## src/rtl/dpclp_pkg.sv

```systemverilog
// Package for the digital power control loop: register map, fields, resets, timing.
// Assumes a single 250 MHz APB clock; all counts below derive from CLK_NS.
package dpclp_pkg;
	// Register byte offsets
	localparam logic [7:0] OFS_CTRL   = 8'h00;
	localparam logic [7:0] OFS_REF    = 8'h04;
	localparam logic [7:0] OFS_PID_A  = 8'h08;
	localparam logic [7:0] OFS_PID_B  = 8'h0C;
	localparam logic [7:0] OFS_PID_C  = 8'h10;
	localparam logic [7:0] OFS_LPF    = 8'h14;
	localparam logic [7:0] OFS_DEC    = 8'h18;
	localparam logic [7:0] OFS_PERIOD = 8'h1C;
	localparam logic [7:0] OFS_DUTY   = 8'h20;
	localparam logic [7:0] OFS_ILIM   = 8'h24;
	localparam logic [7:0] OFS_STOP   = 8'h28;
	localparam logic [7:0] OFS_STAT   = 8'h2C;
	localparam logic [7:0] OFS_TRANS  = 8'h30;
	// Control register fields
	localparam int C_RUN    = 0;
	localparam int C_EN_POL = 1;
	localparam int C_EN_PIN = 2;
	localparam int C_SYNC   = 3;
	localparam int C_PSM    = 4;
	localparam int C_CPU    = 5;
	localparam int C_COMB   = 6;
	localparam int C_DITH   = 7;
	localparam int C_RATE   = 8;
	localparam int C_LSB    = 10;
	localparam int C_REFEXT = 12;
	localparam int C_BYP    = 13;
	// Status fields
	localparam int S_TRANS = 0;
	localparam int S_OCP   = 1;
	localparam int S_CNT   = 8;
	localparam int S_DUTY  = 16;
	// Reset values
	localparam logic [15:0] RST_CTRL   = 16'h0000;
	localparam logic [11:0] RST_PERIOD = 12'h271;
	localparam logic [15:0] RST_LPF    = 16'h4040;
	localparam logic [15:0] RST_ILIM   = 16'h080F;
	localparam logic [9:0]  RST_TRANS  = 10'h040;
	// Timing: clock period and sample periods for the four rate codes
	localparam int CLK_NS    = 4;
	localparam int SMP_NS_0  = 800;
	localparam int SMP_NS_1  = 400;
	localparam int SMP_NS_2  = 200;
	localparam int SMP_NS_3  = 100;
	localparam int SMP_CYC_0 = SMP_NS_0 / CLK_NS;
	localparam int SMP_CYC_1 = SMP_NS_1 / CLK_NS;
	localparam int SMP_CYC_2 = SMP_NS_2 / CLK_NS;
	localparam int SMP_CYC_3 = SMP_NS_3 / CLK_NS;
	// Leading-edge blanking times, least times so rounded up
	localparam int BLK_NS_0  = 40;
	localparam int BLK_NS_1  = 80;
	localparam int BLK_NS_2  = 160;
	localparam int BLK_NS_3  = 320;
	localparam int BLK_CYC_0 = (BLK_NS_0 + CLK_NS - 1) / CLK_NS;
	localparam int BLK_CYC_1 = (BLK_NS_1 + CLK_NS - 1) / CLK_NS;
	localparam int BLK_CYC_2 = (BLK_NS_2 + CLK_NS - 1) / CLK_NS;
	localparam int BLK_CYC_3 = (BLK_NS_3 + CLK_NS - 1) / CLK_NS;
	// Filter scaling
	localparam int PID_SHIFT = 12;
	localparam int LPF_SHIFT = 8;
endpackage

```

## src/rtl/dpclp_mod.sv

```systemverilog
// Digital pulse modulator core: switching counter, PWM or phase-shift phases,
// sync restart, leading-edge blanking and cycle truncation on a current trip.
// Assumes trip and sync_pulse are already synchronised to clk.
module dpclp_mod (
	input  wire logic        clk,
	input  wire logic        rst_n,
	input  wire logic        run,
	input  wire logic [11:0] period,
	input  wire logic [11:0] duty,
	input  wire logic        psm,
	input  wire logic        sync_pulse,
	input  wire logic        trip,
	input  wire logic [7:0]  blank_cyc,
	output logic      [3:0]  ph,
	output logic             cyc_end,
	output logic             cyc_trip
);
	logic [11:0] cnt_r;
	logic [7:0]  blank_r;
	logic        tripped_r;
	logic        start;
	logic        trip_hit;
	logic [11:0] half;
	logic [11:0] shifted;
	logic        a;
	logic        b;

	// A cycle ends at the period count or at an external sync edge
	assign start    = sync_pulse | (cnt_r >= period - 12'h001);
	assign cyc_end  = run & start;
	// Trips inside the blanking window are ignored
	assign trip_hit = run & trip & (blank_r == 8'h00);
	assign cyc_trip = tripped_r | trip_hit;
	assign half     = period >> 1;
	assign shifted  = (cnt_r >= duty) ? cnt_r - duty : cnt_r + period - duty;

	// Switching counter, restarted in step with sync
	always_ff @(posedge clk or negedge rst_n)
		if (!rst_n)
			cnt_r <= 12'h000;
		else if (!run || start)
			cnt_r <= 12'h000;
		else
			cnt_r <= cnt_r + 12'h001;

	// Blanking timer reloads on each leading edge
	always_ff @(posedge clk or negedge rst_n)
		if (!rst_n)
			blank_r <= 8'h00;
		else if (!run || start)
			blank_r <= blank_cyc;
		else if (blank_r != 8'h00)
			blank_r <= blank_r - 8'h01;

	// Trip holds the outputs off until the cycle ends
	always_ff @(posedge clk or negedge rst_n)
		if (!rst_n)
			tripped_r <= 1'b0;
		else if (start)
			tripped_r <= 1'b0;
		else if (trip_hit)
			tripped_r <= 1'b1;

	// Phase generation; the trip mask acts in the same cycle
	always_comb
	begin
		if (psm)
		begin
			a = cnt_r < half;
			b = shifted < half;
		end
		else
		begin
			a = cnt_r < duty;
			b = a;
		end
		ph = {~b, b, ~a, a};
		if (cyc_trip)
			ph = 4'h0;
	end
endmodule // dpclp_mod

```

## src/rtl/dpclp_top.sv

```systemverilog
// Control-loop datapath of a digital switched-mode power controller, APB slave.
// Assumes an external loop converter, reference DAC, current comparator and
// gate drivers; all pins from them are asynchronous to pclk.
// Summary of operation
// - Converter rate chosen from four settings
// - Error sample scaled by programmable LSB size
// - Load transient raises interrupt flag
// - Nine-bit reference code, internal or external
// - PID stage: one pole, two zeros
// - Second stage: low-pass or comb
// - Comb decimation ratio set by software
// - Six parameters change live without stopping
// - Optional random one-LSB dither on duty
// - Four-bit current limit threshold
// - Trips ignored during selectable blanking time
// - Current trip ends active modulated outputs at once; bypass-forced outputs keep their level
// - Consecutive limit cycles reaching maximum shut down
// - PWM or phase-shift output modes
// - Duty from filter or from CPU
// - Separate stop levels for disable and overcurrent
// - Bypass forces selected outputs, others modulate
// - Enable input with selectable polarity, routable
// - Sync input restarts each switching cycle
// - Filter output code sets output timing
//
// The placing of the registers and the APB register port were decided locally.
module dpclp_top (
	input  wire logic        pclk,
	input  wire logic        presetn,
	input  wire logic        psel,
	input  wire logic        penable,
	input  wire logic        pwrite,
	input  wire logic [7:0]  paddr,
	input  wire logic [31:0] pwdata,
	output logic      [31:0] prdata,
	output logic             pready,
	output logic             pslverr,
	input  wire logic [9:0]  adc_data,
	input  wire logic        adc_done,
	output logic             adc_start,
	output logic      [8:0]  loop_reference_dac_code,
	output logic             loop_reference_dac_ext,
	output logic      [3:0]  ilim_code,
	input  wire logic        ipk_trip,
	input  wire logic        en_pin,
	input  wire logic        sync_pin,
	output logic      [3:0]  gate,
	output logic             transient_irq
);
	logic [13:0]        pin_s1_r, pin_s2_r;
	logic               done_d_r, sync_d_r;
	logic [15:0]        ctrl_r, lpf_r, ilim_r, stop_r;
	logic [15:0]        pid_a_r, pid_b_r, pid_c_r;
	logic [15:0]        sh_a_r, sh_b_r, sh_c_r, sh_lpf_r;
	logic [2:0]         dec_r, sh_dec_r;
	logic [8:0]         ref_r;
	logic [11:0]        period_r, cpu_duty_r, duty_r;
	logic [9:0]         trans_thr_r;
	logic               ocp_r;
	logic [7:0]         ocp_cnt_r;
	logic [7:0]         rate_cnt_r;
	logic [15:0]        lfsr_r;
	logic signed [15:0] e1_r, e2_r, w1_r, w2_r, comb_y_r;
	logic signed [35:0] pid_acc_r, comb_sum_r;
	logic [6:0]         comb_cnt_r;
	logic               wr, rd_setup, smp, sync_pulse, enabled, mod_run;
	logic signed [15:0] err, pid_y;
	logic signed [35:0] pid_nxt;
	logic [9:0]         err_mag;
	logic [7:0]         rate_len, blank_cyc;
	logic [6:0]         comb_last;
	logic [3:0]         mod_ph;
	logic               cyc_end, cyc_trip;
	logic [11:0]        duty_nxt;
	logic signed [15:0] u;

	// Address match, used by both the write and the read decoders
	function automatic logic hit(input logic [7:0] a, input logic [7:0] ofs);
		return a == ofs;
	endfunction

	// Clamp a wide accumulator to the 16-bit datapath
	function automatic logic signed [15:0] sat16(input logic signed [35:0] v);
		if (v > 36'sh000007FFF)
			return 16'sh7FFF;
		else if (v < -36'sh000008000)
			return -16'sh8000;
		else
			return v[15:0];
	endfunction

	// Two-flop synchronisers for every pin input
	always_ff @(posedge pclk or negedge presetn)
		if (!presetn)
		begin
			pin_s1_r <= 14'h0000;
			pin_s2_r <= 14'h0000;
		end
		else
		begin
			pin_s1_r <= {sync_pin, en_pin, ipk_trip, adc_done, adc_data};
			pin_s2_r <= pin_s1_r;
		end

	// Edge detectors look only at the second stage
	always_ff @(posedge pclk or negedge presetn)
		if (!presetn)
		begin
			done_d_r <= 1'b0;
			sync_d_r <= 1'b0;
		end
		else
		begin
			done_d_r <= pin_s2_r[10];
			sync_d_r <= pin_s2_r[13];
		end

	assign smp        = pin_s2_r[10] & ~done_d_r;
	assign sync_pulse = ctrl_r[dpclp_pkg::C_SYNC] & pin_s2_r[13] & ~sync_d_r;
	// Enable pin is qualified by its polarity; software run gates both routes
	assign enabled = ctrl_r[dpclp_pkg::C_RUN] & (~ctrl_r[dpclp_pkg::C_EN_PIN] |
		(pin_s2_r[12] == ctrl_r[dpclp_pkg::C_EN_POL]));
	assign mod_run = enabled & ~ocp_r;

	// APB: zero wait states, setup phase prepares read data
	assign wr       = psel & penable & pready & pwrite;
	assign rd_setup = psel & ~penable & ~pwrite;

	// Configuration registers; software writes only
	always_ff @(posedge pclk or negedge presetn)
		if (!presetn)
		begin
			ctrl_r      <= dpclp_pkg::RST_CTRL;
			ref_r       <= 9'h000;
			pid_a_r     <= 16'h0000;
			pid_b_r     <= 16'h0000;
			pid_c_r     <= 16'h0000;
			lpf_r       <= dpclp_pkg::RST_LPF;
			dec_r       <= 3'h0;
			period_r    <= dpclp_pkg::RST_PERIOD;
			cpu_duty_r  <= 12'h000;
			ilim_r      <= dpclp_pkg::RST_ILIM;
			stop_r      <= 16'h0000;
			trans_thr_r <= dpclp_pkg::RST_TRANS;
		end
		else if (wr)
		begin
			if (hit(paddr, dpclp_pkg::OFS_CTRL))   ctrl_r      <= pwdata[15:0];
			if (hit(paddr, dpclp_pkg::OFS_REF))    ref_r       <= pwdata[8:0];
			if (hit(paddr, dpclp_pkg::OFS_PID_A))  pid_a_r     <= pwdata[15:0];
			if (hit(paddr, dpclp_pkg::OFS_PID_B))  pid_b_r     <= pwdata[15:0];
			if (hit(paddr, dpclp_pkg::OFS_PID_C))  pid_c_r     <= pwdata[15:0];
			if (hit(paddr, dpclp_pkg::OFS_LPF))    lpf_r       <= pwdata[15:0];
			if (hit(paddr, dpclp_pkg::OFS_DEC))    dec_r       <= pwdata[2:0];
			if (hit(paddr, dpclp_pkg::OFS_PERIOD)) period_r    <= pwdata[11:0];
			if (hit(paddr, dpclp_pkg::OFS_DUTY))   cpu_duty_r  <= pwdata[11:0];
			if (hit(paddr, dpclp_pkg::OFS_ILIM))   ilim_r      <= pwdata[15:0];
			if (hit(paddr, dpclp_pkg::OFS_STOP))   stop_r      <= pwdata[15:0];
			if (hit(paddr, dpclp_pkg::OFS_TRANS))  trans_thr_r <= pwdata[9:0];
		end

	// Read data and error answer, captured in the setup phase
	always_ff @(posedge pclk or negedge presetn)
		if (!presetn)
		begin
			prdata  <= 32'h00000000;
			pslverr <= 1'b0;
			pready  <= 1'b0;
		end
		else
		begin
			pready <= 1'b1;
			if (psel & ~penable)
				pslverr <= paddr > dpclp_pkg::OFS_TRANS || paddr[1:0] != 2'h0;
			if (rd_setup)
			begin
				prdata <= 32'h00000000;
				if (hit(paddr, dpclp_pkg::OFS_CTRL))   prdata[15:0] <= ctrl_r;
				if (hit(paddr, dpclp_pkg::OFS_REF))    prdata[8:0]  <= ref_r;
				if (hit(paddr, dpclp_pkg::OFS_PID_A))  prdata[15:0] <= pid_a_r;
				if (hit(paddr, dpclp_pkg::OFS_PID_B))  prdata[15:0] <= pid_b_r;
				if (hit(paddr, dpclp_pkg::OFS_PID_C))  prdata[15:0] <= pid_c_r;
				if (hit(paddr, dpclp_pkg::OFS_LPF))    prdata[15:0] <= lpf_r;
				if (hit(paddr, dpclp_pkg::OFS_DEC))    prdata[2:0]  <= dec_r;
				if (hit(paddr, dpclp_pkg::OFS_PERIOD)) prdata[11:0] <= period_r;
				if (hit(paddr, dpclp_pkg::OFS_DUTY))   prdata[11:0] <= cpu_duty_r;
				if (hit(paddr, dpclp_pkg::OFS_ILIM))   prdata[15:0] <= ilim_r;
				if (hit(paddr, dpclp_pkg::OFS_STOP))   prdata[15:0] <= stop_r;
				if (hit(paddr, dpclp_pkg::OFS_TRANS))  prdata[9:0]  <= trans_thr_r;
				if (hit(paddr, dpclp_pkg::OFS_STAT))
					prdata <= {4'h0, duty_r, ocp_cnt_r, 6'h00, ocp_r, transient_irq};
			end
		end

	// Conversion strobe at the selected sample rate
	always_comb
		case (ctrl_r[dpclp_pkg::C_RATE +: 2])
			2'h0:    rate_len = 8'(dpclp_pkg::SMP_CYC_0);
			2'h1:    rate_len = 8'(dpclp_pkg::SMP_CYC_1);
			2'h2:    rate_len = 8'(dpclp_pkg::SMP_CYC_2);
			default: rate_len = 8'(dpclp_pkg::SMP_CYC_3);
		endcase

	always_ff @(posedge pclk or negedge presetn)
		if (!presetn)
		begin
			rate_cnt_r <= 8'h00;
			adc_start  <= 1'b0;
		end
		else
		begin
			adc_start  <= rate_cnt_r == 8'h00;
			rate_cnt_r <= (rate_cnt_r >= rate_len - 8'h01) ? 8'h00 : rate_cnt_r + 8'h01;
		end

	// Pin-facing static outputs
	always_ff @(posedge pclk or negedge presetn)
		if (!presetn)
		begin
			loop_reference_dac_code <= 9'h000;
			loop_reference_dac_ext  <= 1'b0;
			ilim_code   <= 4'h0;
		end
		else
		begin
			loop_reference_dac_code <= ref_r;
			loop_reference_dac_ext  <= ctrl_r[dpclp_pkg::C_REFEXT];
			ilim_code   <= ilim_r[3:0];
		end

	// Error sample: converter output widened, then coarsened by the LSB code
	assign err     = $signed({{6{pin_s2_r[9]}}, pin_s2_r[9:0]}) >>> ctrl_r[dpclp_pkg::C_LSB +: 2];
	assign err_mag = err[15] ? 10'(-err) : err[9:0];

	// Transient flag; a new event wins over a same-cycle clear
	always_ff @(posedge pclk or negedge presetn)
		if (!presetn)
			transient_irq <= 1'b0;
		else if (smp && err_mag > trans_thr_r)
			transient_irq <= 1'b1;
		else if (wr && hit(paddr, dpclp_pkg::OFS_STAT) && pwdata[dpclp_pkg::S_TRANS])
			transient_irq <= 1'b0;

	// Coefficients are taken on a sample edge, so a live update never tears
	always_ff @(posedge pclk or negedge presetn)
		if (!presetn)
		begin
			sh_a_r   <= 16'h0000;
			sh_b_r   <= 16'h0000;
			sh_c_r   <= 16'h0000;
			sh_lpf_r <= dpclp_pkg::RST_LPF;
			sh_dec_r <= 3'h0;
		end
		else if (smp)
		begin
			sh_a_r   <= pid_a_r;
			sh_b_r   <= pid_b_r;
			sh_c_r   <= pid_c_r;
			sh_lpf_r <= lpf_r;
			sh_dec_r <= dec_r;
		end

	// PID: integrator pole plus two zeros from three taps
	assign pid_nxt = pid_acc_r + 36'($signed(sh_a_r) * err) + 36'($signed(sh_b_r) * e1_r)
		+ 36'($signed(sh_c_r) * e2_r);
	assign pid_y = sat16(pid_acc_r >>> dpclp_pkg::PID_SHIFT);

	always_ff @(posedge pclk or negedge presetn)
		if (!presetn)
		begin
			e1_r      <= 16'sh0000;
			e2_r      <= 16'sh0000;
			pid_acc_r <= 36'sh000000000;
		end
		else if (smp)
		begin
			e1_r      <= err;
			e2_r      <= e1_r;
			pid_acc_r <= pid_nxt;
		end

	// Two cascaded first-order sections form the two-pole low-pass
	always_ff @(posedge pclk or negedge presetn)
		if (!presetn)
		begin
			w1_r <= 16'sh0000;
			w2_r <= 16'sh0000;
		end
		else if (smp)
		begin
			w1_r <= sat16(36'(w1_r) + ((36'(pid_y - w1_r) * $signed({1'b0, sh_lpf_r[7:0]}))
				>>> dpclp_pkg::LPF_SHIFT));
			w2_r <= sat16(36'(w2_r) + ((36'(w1_r - w2_r) * $signed({1'b0, sh_lpf_r[15:8]}))
				>>> dpclp_pkg::LPF_SHIFT));
		end

	// Comb decimator: boxcar sum over 2**code samples, one result per block
	assign comb_last = 7'((8'h01 << sh_dec_r) - 8'h01);
	always_ff @(posedge pclk or negedge presetn)
		if (!presetn)
		begin
			comb_cnt_r <= 7'h00;
			comb_sum_r <= 36'sh000000000;
			comb_y_r   <= 16'sh0000;
		end
		else if (smp)
		begin
			if (comb_cnt_r >= comb_last)
			begin
				comb_cnt_r <= 7'h00;
				comb_sum_r <= 36'sh000000000;
				comb_y_r   <= sat16((comb_sum_r + 36'(pid_y)) >>> sh_dec_r);
			end
			else
			begin
				comb_cnt_r <= comb_cnt_r + 7'h01;
				comb_sum_r <= comb_sum_r + 36'(pid_y);
			end
		end

	// Noise source for dither
	always_ff @(posedge pclk or negedge presetn)
		if (!presetn)
			lfsr_r <= 16'hACE1;
		else
			lfsr_r <= {lfsr_r[14:0], lfsr_r[15] ^ lfsr_r[14] ^ lfsr_r[12] ^ lfsr_r[3]};

	// Duty selection, clamp to the period, then one-LSB dither
	always_comb
	begin
		u = ctrl_r[dpclp_pkg::C_COMB] ? comb_y_r : w2_r;
		if (u[15])
			duty_nxt = 12'h000;
		else if (u > $signed({4'h0, period_r}))
			duty_nxt = period_r;
		else
			duty_nxt = u[11:0];
		if (ctrl_r[dpclp_pkg::C_CPU])
			duty_nxt = (cpu_duty_r > period_r) ? period_r : cpu_duty_r;
		if (ctrl_r[dpclp_pkg::C_DITH] && lfsr_r[0] && duty_nxt < period_r)
			duty_nxt = duty_nxt + 12'h001;
	end

	// Duty is updated at a cycle boundary to avoid runt pulses, and on every clock while the modulator is stopped
	always_ff @(posedge pclk or negedge presetn)
		if (!presetn)
			duty_r <= 12'h000;
		else if (cyc_end || !mod_run)
			duty_r <= duty_nxt;

	always_comb
		case (ilim_r[5:4])
			2'h0:    blank_cyc = 8'(dpclp_pkg::BLK_CYC_0);
			2'h1:    blank_cyc = 8'(dpclp_pkg::BLK_CYC_1);
			2'h2:    blank_cyc = 8'(dpclp_pkg::BLK_CYC_2);
			default: blank_cyc = 8'(dpclp_pkg::BLK_CYC_3);
		endcase

	dpclp_mod u_mod (
		.clk        (pclk),
		.rst_n      (presetn),
		.run        (mod_run),
		.period     (period_r),
		.duty       (duty_r),
		.psm        (ctrl_r[dpclp_pkg::C_PSM]),
		.sync_pulse (sync_pulse),
		.trip       (pin_s2_r[11]),
		.blank_cyc  (blank_cyc),
		.ph         (mod_ph),
		.cyc_end    (cyc_end),
		.cyc_trip   (cyc_trip)
	);

	// Consecutive limit counter and latched shutdown; trip set beats clear
	always_ff @(posedge pclk or negedge presetn)
		if (!presetn)
		begin
			ocp_cnt_r <= 8'h00;
			ocp_r     <= 1'b0;
		end
		else
		begin
			if (cyc_end && !cyc_trip)
				ocp_cnt_r <= 8'h00;
			else if (cyc_end)
				ocp_cnt_r <= ocp_cnt_r + 8'h01;
			if (cyc_end && cyc_trip && ocp_cnt_r + 8'h01 == ilim_r[15:8] && ilim_r[15:8] != 8'h00)
				ocp_r <= 1'b1;
			else if (wr && hit(paddr, dpclp_pkg::OFS_STAT) && pwdata[dpclp_pkg::S_OCP])
				ocp_r <= 1'b0;
		end

	// Output priority: overcurrent stop, disable stop, bypass, modulation
	always_ff @(posedge pclk or negedge presetn)
		if (!presetn)
			gate <= 4'h0;
		else if (ocp_r)
			gate <= stop_r[7:4];
		else if (!enabled)
			gate <= stop_r[3:0];
		else if (ctrl_r[dpclp_pkg::C_BYP])
			gate <= (stop_r[11:8] & stop_r[15:12]) | (~stop_r[11:8] & mod_ph);
		else
			gate <= mod_ph;
endmodule // dpclp_top

```

## config.mk

```make
export PLATFORM = sky130hd
export DESIGN_NAME = dpclp_top
export DESIGN_NICKNAME = d
export VERILOG_FILES = /design/src/rtl/dpclp_pkg.sv /design/src/rtl/dpclp_mod.sv /design/src/rtl/dpclp_top.sv
export SDC_FILE = /design/constraint.sdc
export NUM_CORES = 2
export LEC_CHECK = 0
export ABC_CLOCK_PERIOD_IN_PS = 13470
export BUFFER_PORTS_ARGS = -buffer_cell sky130_fd_sc_hd__buf_2
export CORE_ASPECT_RATIO = 1.1
export CORE_MARGIN = 5
export CORE_UTILIZATION = 45
export DETAILED_ROUTE_END_ITERATION = 12
export HOLD_SLACK_MARGIN = 0.1
export PLACE_DENSITY = 0.65
export SETUP_SLACK_MARGIN = 0.5
export SKIP_CTS_REPAIR_TIMING = 1
export SYNTH_ARGS = -nofsm -noshare
export SYNTH_HDL_FRONTEND = slang
export SYNTH_SLANG_ARGS = --single-unit
```

## constraint.sdc

```tcl
create_clock -name pclk -period 13.47 [get_ports pclk]
set_input_delay 0 -clock pclk [delete_from_list [all_inputs] [get_ports pclk]]
set_output_delay 0 -clock pclk [all_outputs]
set_load 0.005 [all_outputs]
```

=== Word-level counts from Yosys, hierarchy flattened ===
Cells that the tools add are included.

* Flip-flop bits (word level): 534
* Input bits: 59
* Output and inout bits: 54

* Add/subtract/negate cells: 21
* Multiply operators: 5
* Magnitude comparators: 20
* Equal/unequal tests: 18
* Shift operators: 3
* Mux-type cells: 51
* Bitwise logic cells: 31
* Reduce and logical (&&, ||, !) cells: 41

{| class="wikitable"
|+ Operators by type and width
! operator !! count
|-
| $mux W16 || 16
|-
| $add A36 B32 Y36 || 3
|-
| $mux W12 || 9
|-
| $mul A16 B16 Y32 || 3
|-
| $mul A17 B9 Y26 || 2
|-
| $eq A8 B6 Y1 const B || 5
|-
| $mux W8 || 5
|-
| $add A16 B18 Y19 || 2
|-
| $gt A19 B16 Y1 const B || 2
|-
| $lt A19 B16 Y1 const B || 2
|-
| $add A36 B16 Y36 || 1
|-
| $gt A36 B16 Y1 const B || 1
|-
| $lt A36 B16 Y1 const B || 1
|-
| $mux W36 || 1
|-
| $sshr A36 B3 Y36 || 1
|-
| $sub A16 B16 Y17 || 2
|-
| $eq A8 B5 Y1 const B || 4
|-
| $mux W28 || 1
|-
| $reduce_and A2 Y1 || 13
|-
| $add A12 B1 Y12 const B || 2
|-
| $ge A12 B12 Y1 || 2
|-
| $gt A24 B16 Y1 const B || 1
|-
| $logic_not A8 Y1 || 3
|-
| $lt A12 B11 Y1 || 2
|-
| 45 further kinds || 106
|}

=== Depth between registers and ports, before layout ===
* Word-level depth: 14
* Mapped depth: 48
* Gate-level depth less buffers: 47

=== Hierarchy ===
Synthesis repeated with hierarchy kept, for this count alone.

* Cells, all modules: 7647
* Area total of the unflattened synthesis: 71700.0 um^2

{| class="wikitable"
|+ Modules (own cells, without submodules)
! module !! instances !! cells an instance !! area each (um^2) !! seq. area each (um^2)
|-
| dpclp_top || 1 || 7228 || 68310.5 || 12465.7
|-
| dpclp_mod || 1 || 419 || 3389.5 || 525.5
|}

=== Worst setup path before layout ===
No wires, ideal clock.

* Path kind: flip-flop to flip-flop
* Start point: reg pid_acc_r[27]
* End point: reg w1_r[10]
* Data arrival time: 9936 ps
* Required time: 13325 ps
* Path slack: 3388 ps
* Stages on the path, launching flop included: 49
* Period minus slack after synthesis: 10082 ps
* Path through: dfrtp_1 nor4_1 a21oi_1 o21a_1 inv_1 ha_1 inv_1 fa_1 a21o_1 a21oi_1 o21ai_0 a21oi_1 o21ai_0 a21oi_1 o21ai_0 a21oi_1 o21bai_1 a21oi_1 (+13 left out) o21ai_0 o21ai_0 a21boi_0 o21a_1 nor3_1 nor2_1 ha_1 or3_1 o21ai_0 inv_1 nand2_1 nor3_1 a2111oi_0 xnor2_1 or3_1 a21oi_1 clkbuf_1 a22oi_1

* Cells in the longest elaborated chain, start to end: 9

{| class="wikitable"
|+ RTL lines
! item !! line !! text
|-
| start, declared || dpclp_top.sv:64 || <nowiki>logic signed [35:0] pid_acc_r, comb_sum_r;</nowiki>
|-
| start signal, assigned || dpclp_top.sv:279 || <nowiki>pid_acc_r <= pid_nxt;</nowiki>
|-
| $lt A24 B16 Y1 || dpclp_top.sv:86 || <nowiki>else if (v < -36'sh000008000)</nowiki>
|-
| $mux W16 || dpclp_top.sv:86 ||
|-
| $mux W16 (*) || dpclp_top.sv:84 || <nowiki>if (v > 36'sh000007FFF)</nowiki>
|-
| $sub A16 B16 Y17 (*) || dpclp_top.sv:291 || <nowiki>w1_r <= sat16(36'(w1_r) + ((36'(pid_y - w1_r) * $signed({1'b0, sh_lpf_r[7:0]}))</nowiki>
|-
| $mul A17 B9 Y26 (*) || dpclp_top.sv:291 ||
|-
| $add A16 B18 Y19 (*) || dpclp_top.sv:291 ||
|-
| $lt A19 B16 Y1 || dpclp_top.sv:86 ||
|-
| $mux W16 || dpclp_top.sv:86 ||
|-
| $mux W16 (*) || dpclp_top.sv:84 ||
|-
| end signal, assigned || dpclp_top.sv:291 ||
|-
| end, declared || dpclp_top.sv:63 || <nowiki>logic signed [15:0] e1_r, e2_r, w1_r, w2_r, comb_y_r;</nowiki>
|}

Every way passes the cells marked *; elsewhere a longest branch is shown, timed or not.
A chain may end at the register's enable or synchronous reset.

=== Worst setup path after layout ===
* Start point: reg pid_acc_r[27]
* End point: reg w1_r[3]

Same word-level chain as after synthesis.

==> flow_results.org <==
** Placement
- Once placement completed, the tool counted placed cells totaling approximately 9600.
- Number of port buffers :: 92
- At the end of routability-driven placement, the weighted congestion stood at 0.927.
- Once detailed placement completed, the half-perimeter wirelength came to about 150 mm.

** Flow run
- Max-cap violations :: 0

** Global route
- Global-route wire length before repair :: between 300 and 400 mm
- The initial antenna violation count came to 9.
- Entering global routing, the biggest net connects 189 pins.
- Via count of the first global-routing pass :: 55400
- For this run, the total global-route usage over all layers was measured as 0.231.
- Grt ovf :: 0

** Floorplan
- The die covers 167000 um^2.
- The initialized floorplan defines 153 standard-cell rows.
- The region available for standard cell placement spans around 160000 um^2.
- 113 I/O pins were placed.
- Die Y-Extent :: 428 um
- Starting density of the core :: 0.453
- The floorplan step set the die width to a little under 400 um.

** Power and ir drop
- For this design the ratio of total power to cell area is 120 nW/um^2.
- Fraction of power consumed by sequential logic :: 0.216
- Worst voltage drop across the vdd grid :: 0.000122 V
- Of the total power, combinational logic draws 0.569.
- Total net switching power :: 4320 uW
- The share of total power dissipated in the clock network is 0.215.
- The internal power of the cells totals 4890 uW.
- Of the total power, the share spent switching nets is 0.469.
- Leakage power summed over all cells :: just under 0.04 uW

** Logic synthesis
- Dominant register cell in the synthesized netlist :: sky130_fd_sc_hd__dfrtp_1
- The portion of synthesized area spent on multiplexers is 0.0400.
- Post-Syn Instances :: around 7600
- Of the total synthesized cell area, the portion taken by XOR and XNOR cells is 0.0283.
- Number of flops mapped to enable cells by yosys :: 0
- After synthesis the cells add up to 71600 um^2.
- The fraction of the mapped netlist area in compound gates was 0.0905.
- Post-synthesis share of cell area spent on full adders, half adders and majority gates :: 0.425
- The Yosys step of the flow raised 0 warnings.
- Proportion of synthesized flip-flops having asynchronous set or reset :: 1.00
- In this run, distinct cell masters in the synthesized netlist total slightly below 100.
- Dominant combinational cell family by area after synthesis :: adder cells
- Share of synthesized area occupied by flip-flops and latches :: 0.182
- Simple-gate share of the synthesized area :: 0.138
- Count of state elements after synthesis :: 518
- Syn_area_per_cell :: around 9.4 um^2

** Setup path
- In this run the worst path has a maximum fanout of 17.
- Required time at the worst-slack endpoint :: between 10 and 15 ns
- STA classifies the critical path startpoint as a flip-flop.
- Crit Path Class :: reg2reg
- Worst-case reg-to-reg path depth :: 44
- Data on the critical path arrives at its endpoint at 12.20 ns.
- Slowest stage delay, CP :: around 0.78 ns
- Type of element capturing the critical path :: flip-flop
- Counting stages on the worst path, the most repeated cell is sky130_fd_sc_hd__o21ai_0.
- The slowest stage of the critical path belongs to the cell sky130_fd_sc_hd__a21oi_1.

** Cells and area
- Leaving out fill and tap cells, the most frequent cell in the layout is sky130_fd_sc_hd__inv_1.
- Final core utilization :: 0.486
- Once layout is complete, the cells apart from fillers number 9741.
- The area growth from synthesis to layout is 7.40%.
- In the final layout, the share of cells above drive strength 1 is 0.0690.
- The top cell types in the final layout, fill and taps aside, are 1511 x sky130_fd_sc_hd__inv_1, 1192 x sky130_fd_sc_hd__fa_1, 987 x sky130_fd_sc_hd__nand2_1, 521 x sky130_fd_sc_hd__ha_1, 495 x sky130_fd_sc_hd__dfrtp_1.
- The net count of the finished layout is 9370.

** Status
- The run finished with clean final reports.

** Clocking
- CTS saw 518 sinks.
- Clock Latency Late Sink :: 0.68 ns
- H-tree level count :: 3
- TritonCTS built the clock tree.
- Clk root buf :: sky130_fd_sc_hd__clkbuf_16
- Worst-path clk slew :: 0.06 ns
- Clock Path Buffers :: 3
- In this run, CTS created clock tree buffers numbering 66.

** Route
- After detailed routing, the average wire length per cell comes to 19.6 um.
- Via density :: between 5 and 6
- Via total after detailed routing :: 52600
- Number of search-and-repair iterations in the first detailed-routing pass :: 8
- Residual antenna-violating net count after detailed routing :: 0
- After detailed routing, the total wire length is between 150 and 200 mm.
- Detailed-route DRC error count :: 0
- After the first detailed-routing iteration, the DRC count stood at about 3700.

** Timing
- Final period demand of the worst path :: 11.70 ns
- Setup violators final :: 0
- Measured against its own limit, the worst slew margin works out to 0.206.
- Setup repair after global routing missed its margin :: false
- The max-slew violation count was 0.
- Worst Max-Slew Pin Slew :: 1.19 ns
- In the finished design, the share of the clock period the worst path needs comes to 0.868.
- Number of failing hold endpoints at the final stage :: 0
- In the final timing run, aggregate negative setup slack is 0 ns.
- Clock skew on the completed layout was measured at 0.0302 ns.
- Peak clock frequency supported by timing :: 0.0855 GHz

** Hold path
- The worst hold path was traced through 5 stages.
- In this run the worst hold path is classified as in2reg.
==> critical path: cells and delay by family (launching register included) <==
kind,cells,cell delay (ns)
AND/OR/NAND/NOR,9,1.38
buffers and inverters,5,0.53
XOR/XNOR,1,0.16
AO/OA/AOI/OAI,22,6.19
adder cells (fa/ha/maj),7,2.85
flip-flops,1,0.44
==> worst paths after layout <==
path                            slack (ns)          end     startpoint
worst min-delay path                  0.09    prdata[6]       paddr[4]
worst max register to register        1.77      w1_r[3]  pid_acc_r[27]
min in group asynchronous             0.40   sh_c_r[11]        presetn
max in group asynchronous            10.85    sh_c_r[5]        presetn
worst max-delay path                  1.77      w1_r[3]  pid_acc_r[27]
worst min register to register        0.35  pin_s2_r[0]    pin_s1_r[0]
==> power by group through the flow <==
stage	registers [uW]	clock network [uW]	logic [uW]
2_1_floorplan	1860	0	3880
3_3_place_gp	2010	0	5070
3_5_place_dp	2010	0	5190
4_1_cts	1990	2020	5230
5_1_grt	2010	2080	5890
6_report	1990	1980	5240
==> stage by stage <==
stage	setup WS (ns)	hold WS, ns	instance area (um^2)	power [uW]
after global placement	2.10	0.0910	73900	7080
after floorplan	3.39	-0.296	71600	5740
after detailed placement	1.96	0.0914	73900	7210
final	1.77	0.0938	76900	9200
after CTS	1.92	-0.630	76300	9240
after global routing	0.673	0.117	76800	9970
==> cells in the mapped netlist, drive strengths merged (11+ instances only) <==
| cell | n | area [um^2] |
|---|---|---|
| inv | 1513 | 5680 |
| fa | 1192 | 23900 |
| nand2 | 990 | 3720 |
| ha | 521 | 6520 |
| dfrtp | 495 | 12400 |
| and2 | 310 | 1940 |
| nor2 | 299 | 1120 |
| clkbuf | 290 | 1090 |
| o21ai | 241 | 1210 |
| a21oi | 184 | 925 |
| mux2 | 179 | 2020 |
| xnor2 | 156 | 1370 |
| nand3 | 136 | 681 |
| nor2b | 95 | 594 |
| a21o | 88 | 661 |
| xor2 | 75 | 657 |
| nor3 | 62 | 310 |
| mux2i | 59 | 591 |
| a22oi | 57 | 433 |
| nand2b | 54 | 340 |
| o21a | 54 | 405 |
| o31ai | 47 | 367 |
| a31oi | 45 | 297 |
| nand4 | 35 | 219 |
| o22ai | 35 | 225 |
| a211oi | 30 | 230 |
| and3 | 30 | 193 |
| buf | 29 | 156 |
| or3 | 28 | 180 |
| o211ai | 26 | 195 |
| nor4 | 24 | 156 |
| dfstp | 23 | 604 |
| o21bai | 23 | 173 |
| a221oi | 16 | 140 |
| or2 | 16 | 103 |
| a311oi | 15 | 131 |
| a21boi | 14 | 109 |
| a211o | 11 | 96.3 |
| mux4 | 11 | 255 |
==> cells by family (layout without fill, tap and decap cells) <==
logic type	after synthesis	after routing
flops	518	518
simple gates	2120	2120
other cells	2	7
compound gates	976	976
mux	249	249
fa+ha+maj	1713	1713
buf+inv	1832	1835
xor+xnor	231	231
==> state kept, by name, indices dropped and copies added, names as in the netlist, 16 cells and up <==
signal / flops
pid_b_r: 16
w2_r: 16
sh_c_r: 16
prdata: 28
pid_acc_r: 36
sh_a_r: 16
pid_c_r: 16
lfsr_r: 16
lpf_r: 16
ilim_r: 16
sh_b_r: 16
comb_sum_r: 36
comb_y_r: 16
ctrl_r: 16
stop_r: 16
sh_lpf_r: 16
w1_r: 16
pid_a_r: 16
==> layer usage <==
metal  up-vias  GRT usage  part of all wire  wire length (um)
met2      1352      0.405              0.51             97000
met1     27000      0.293              0.40             76300
li1      23900          -                 -                 -
met5         -          0          0.000068                13
met3       370     0.0289             0.047              9030
met4         2     0.0877             0.045              8610
==> cell type report <==
class | count | area [um^2]
fill | 14800 | 81300
multi-input combinational | 5294 | 51700
sequential | 518 | 13000
inverter | 1513 | 5680
tap | 2092 | 2620
clock buffer | 84 | 1820
timing repair buffer | 205 | 1490
clock inverter | 33 | 556
antenna | 2 | 5.00
Power figures use the tool's default switching activity.
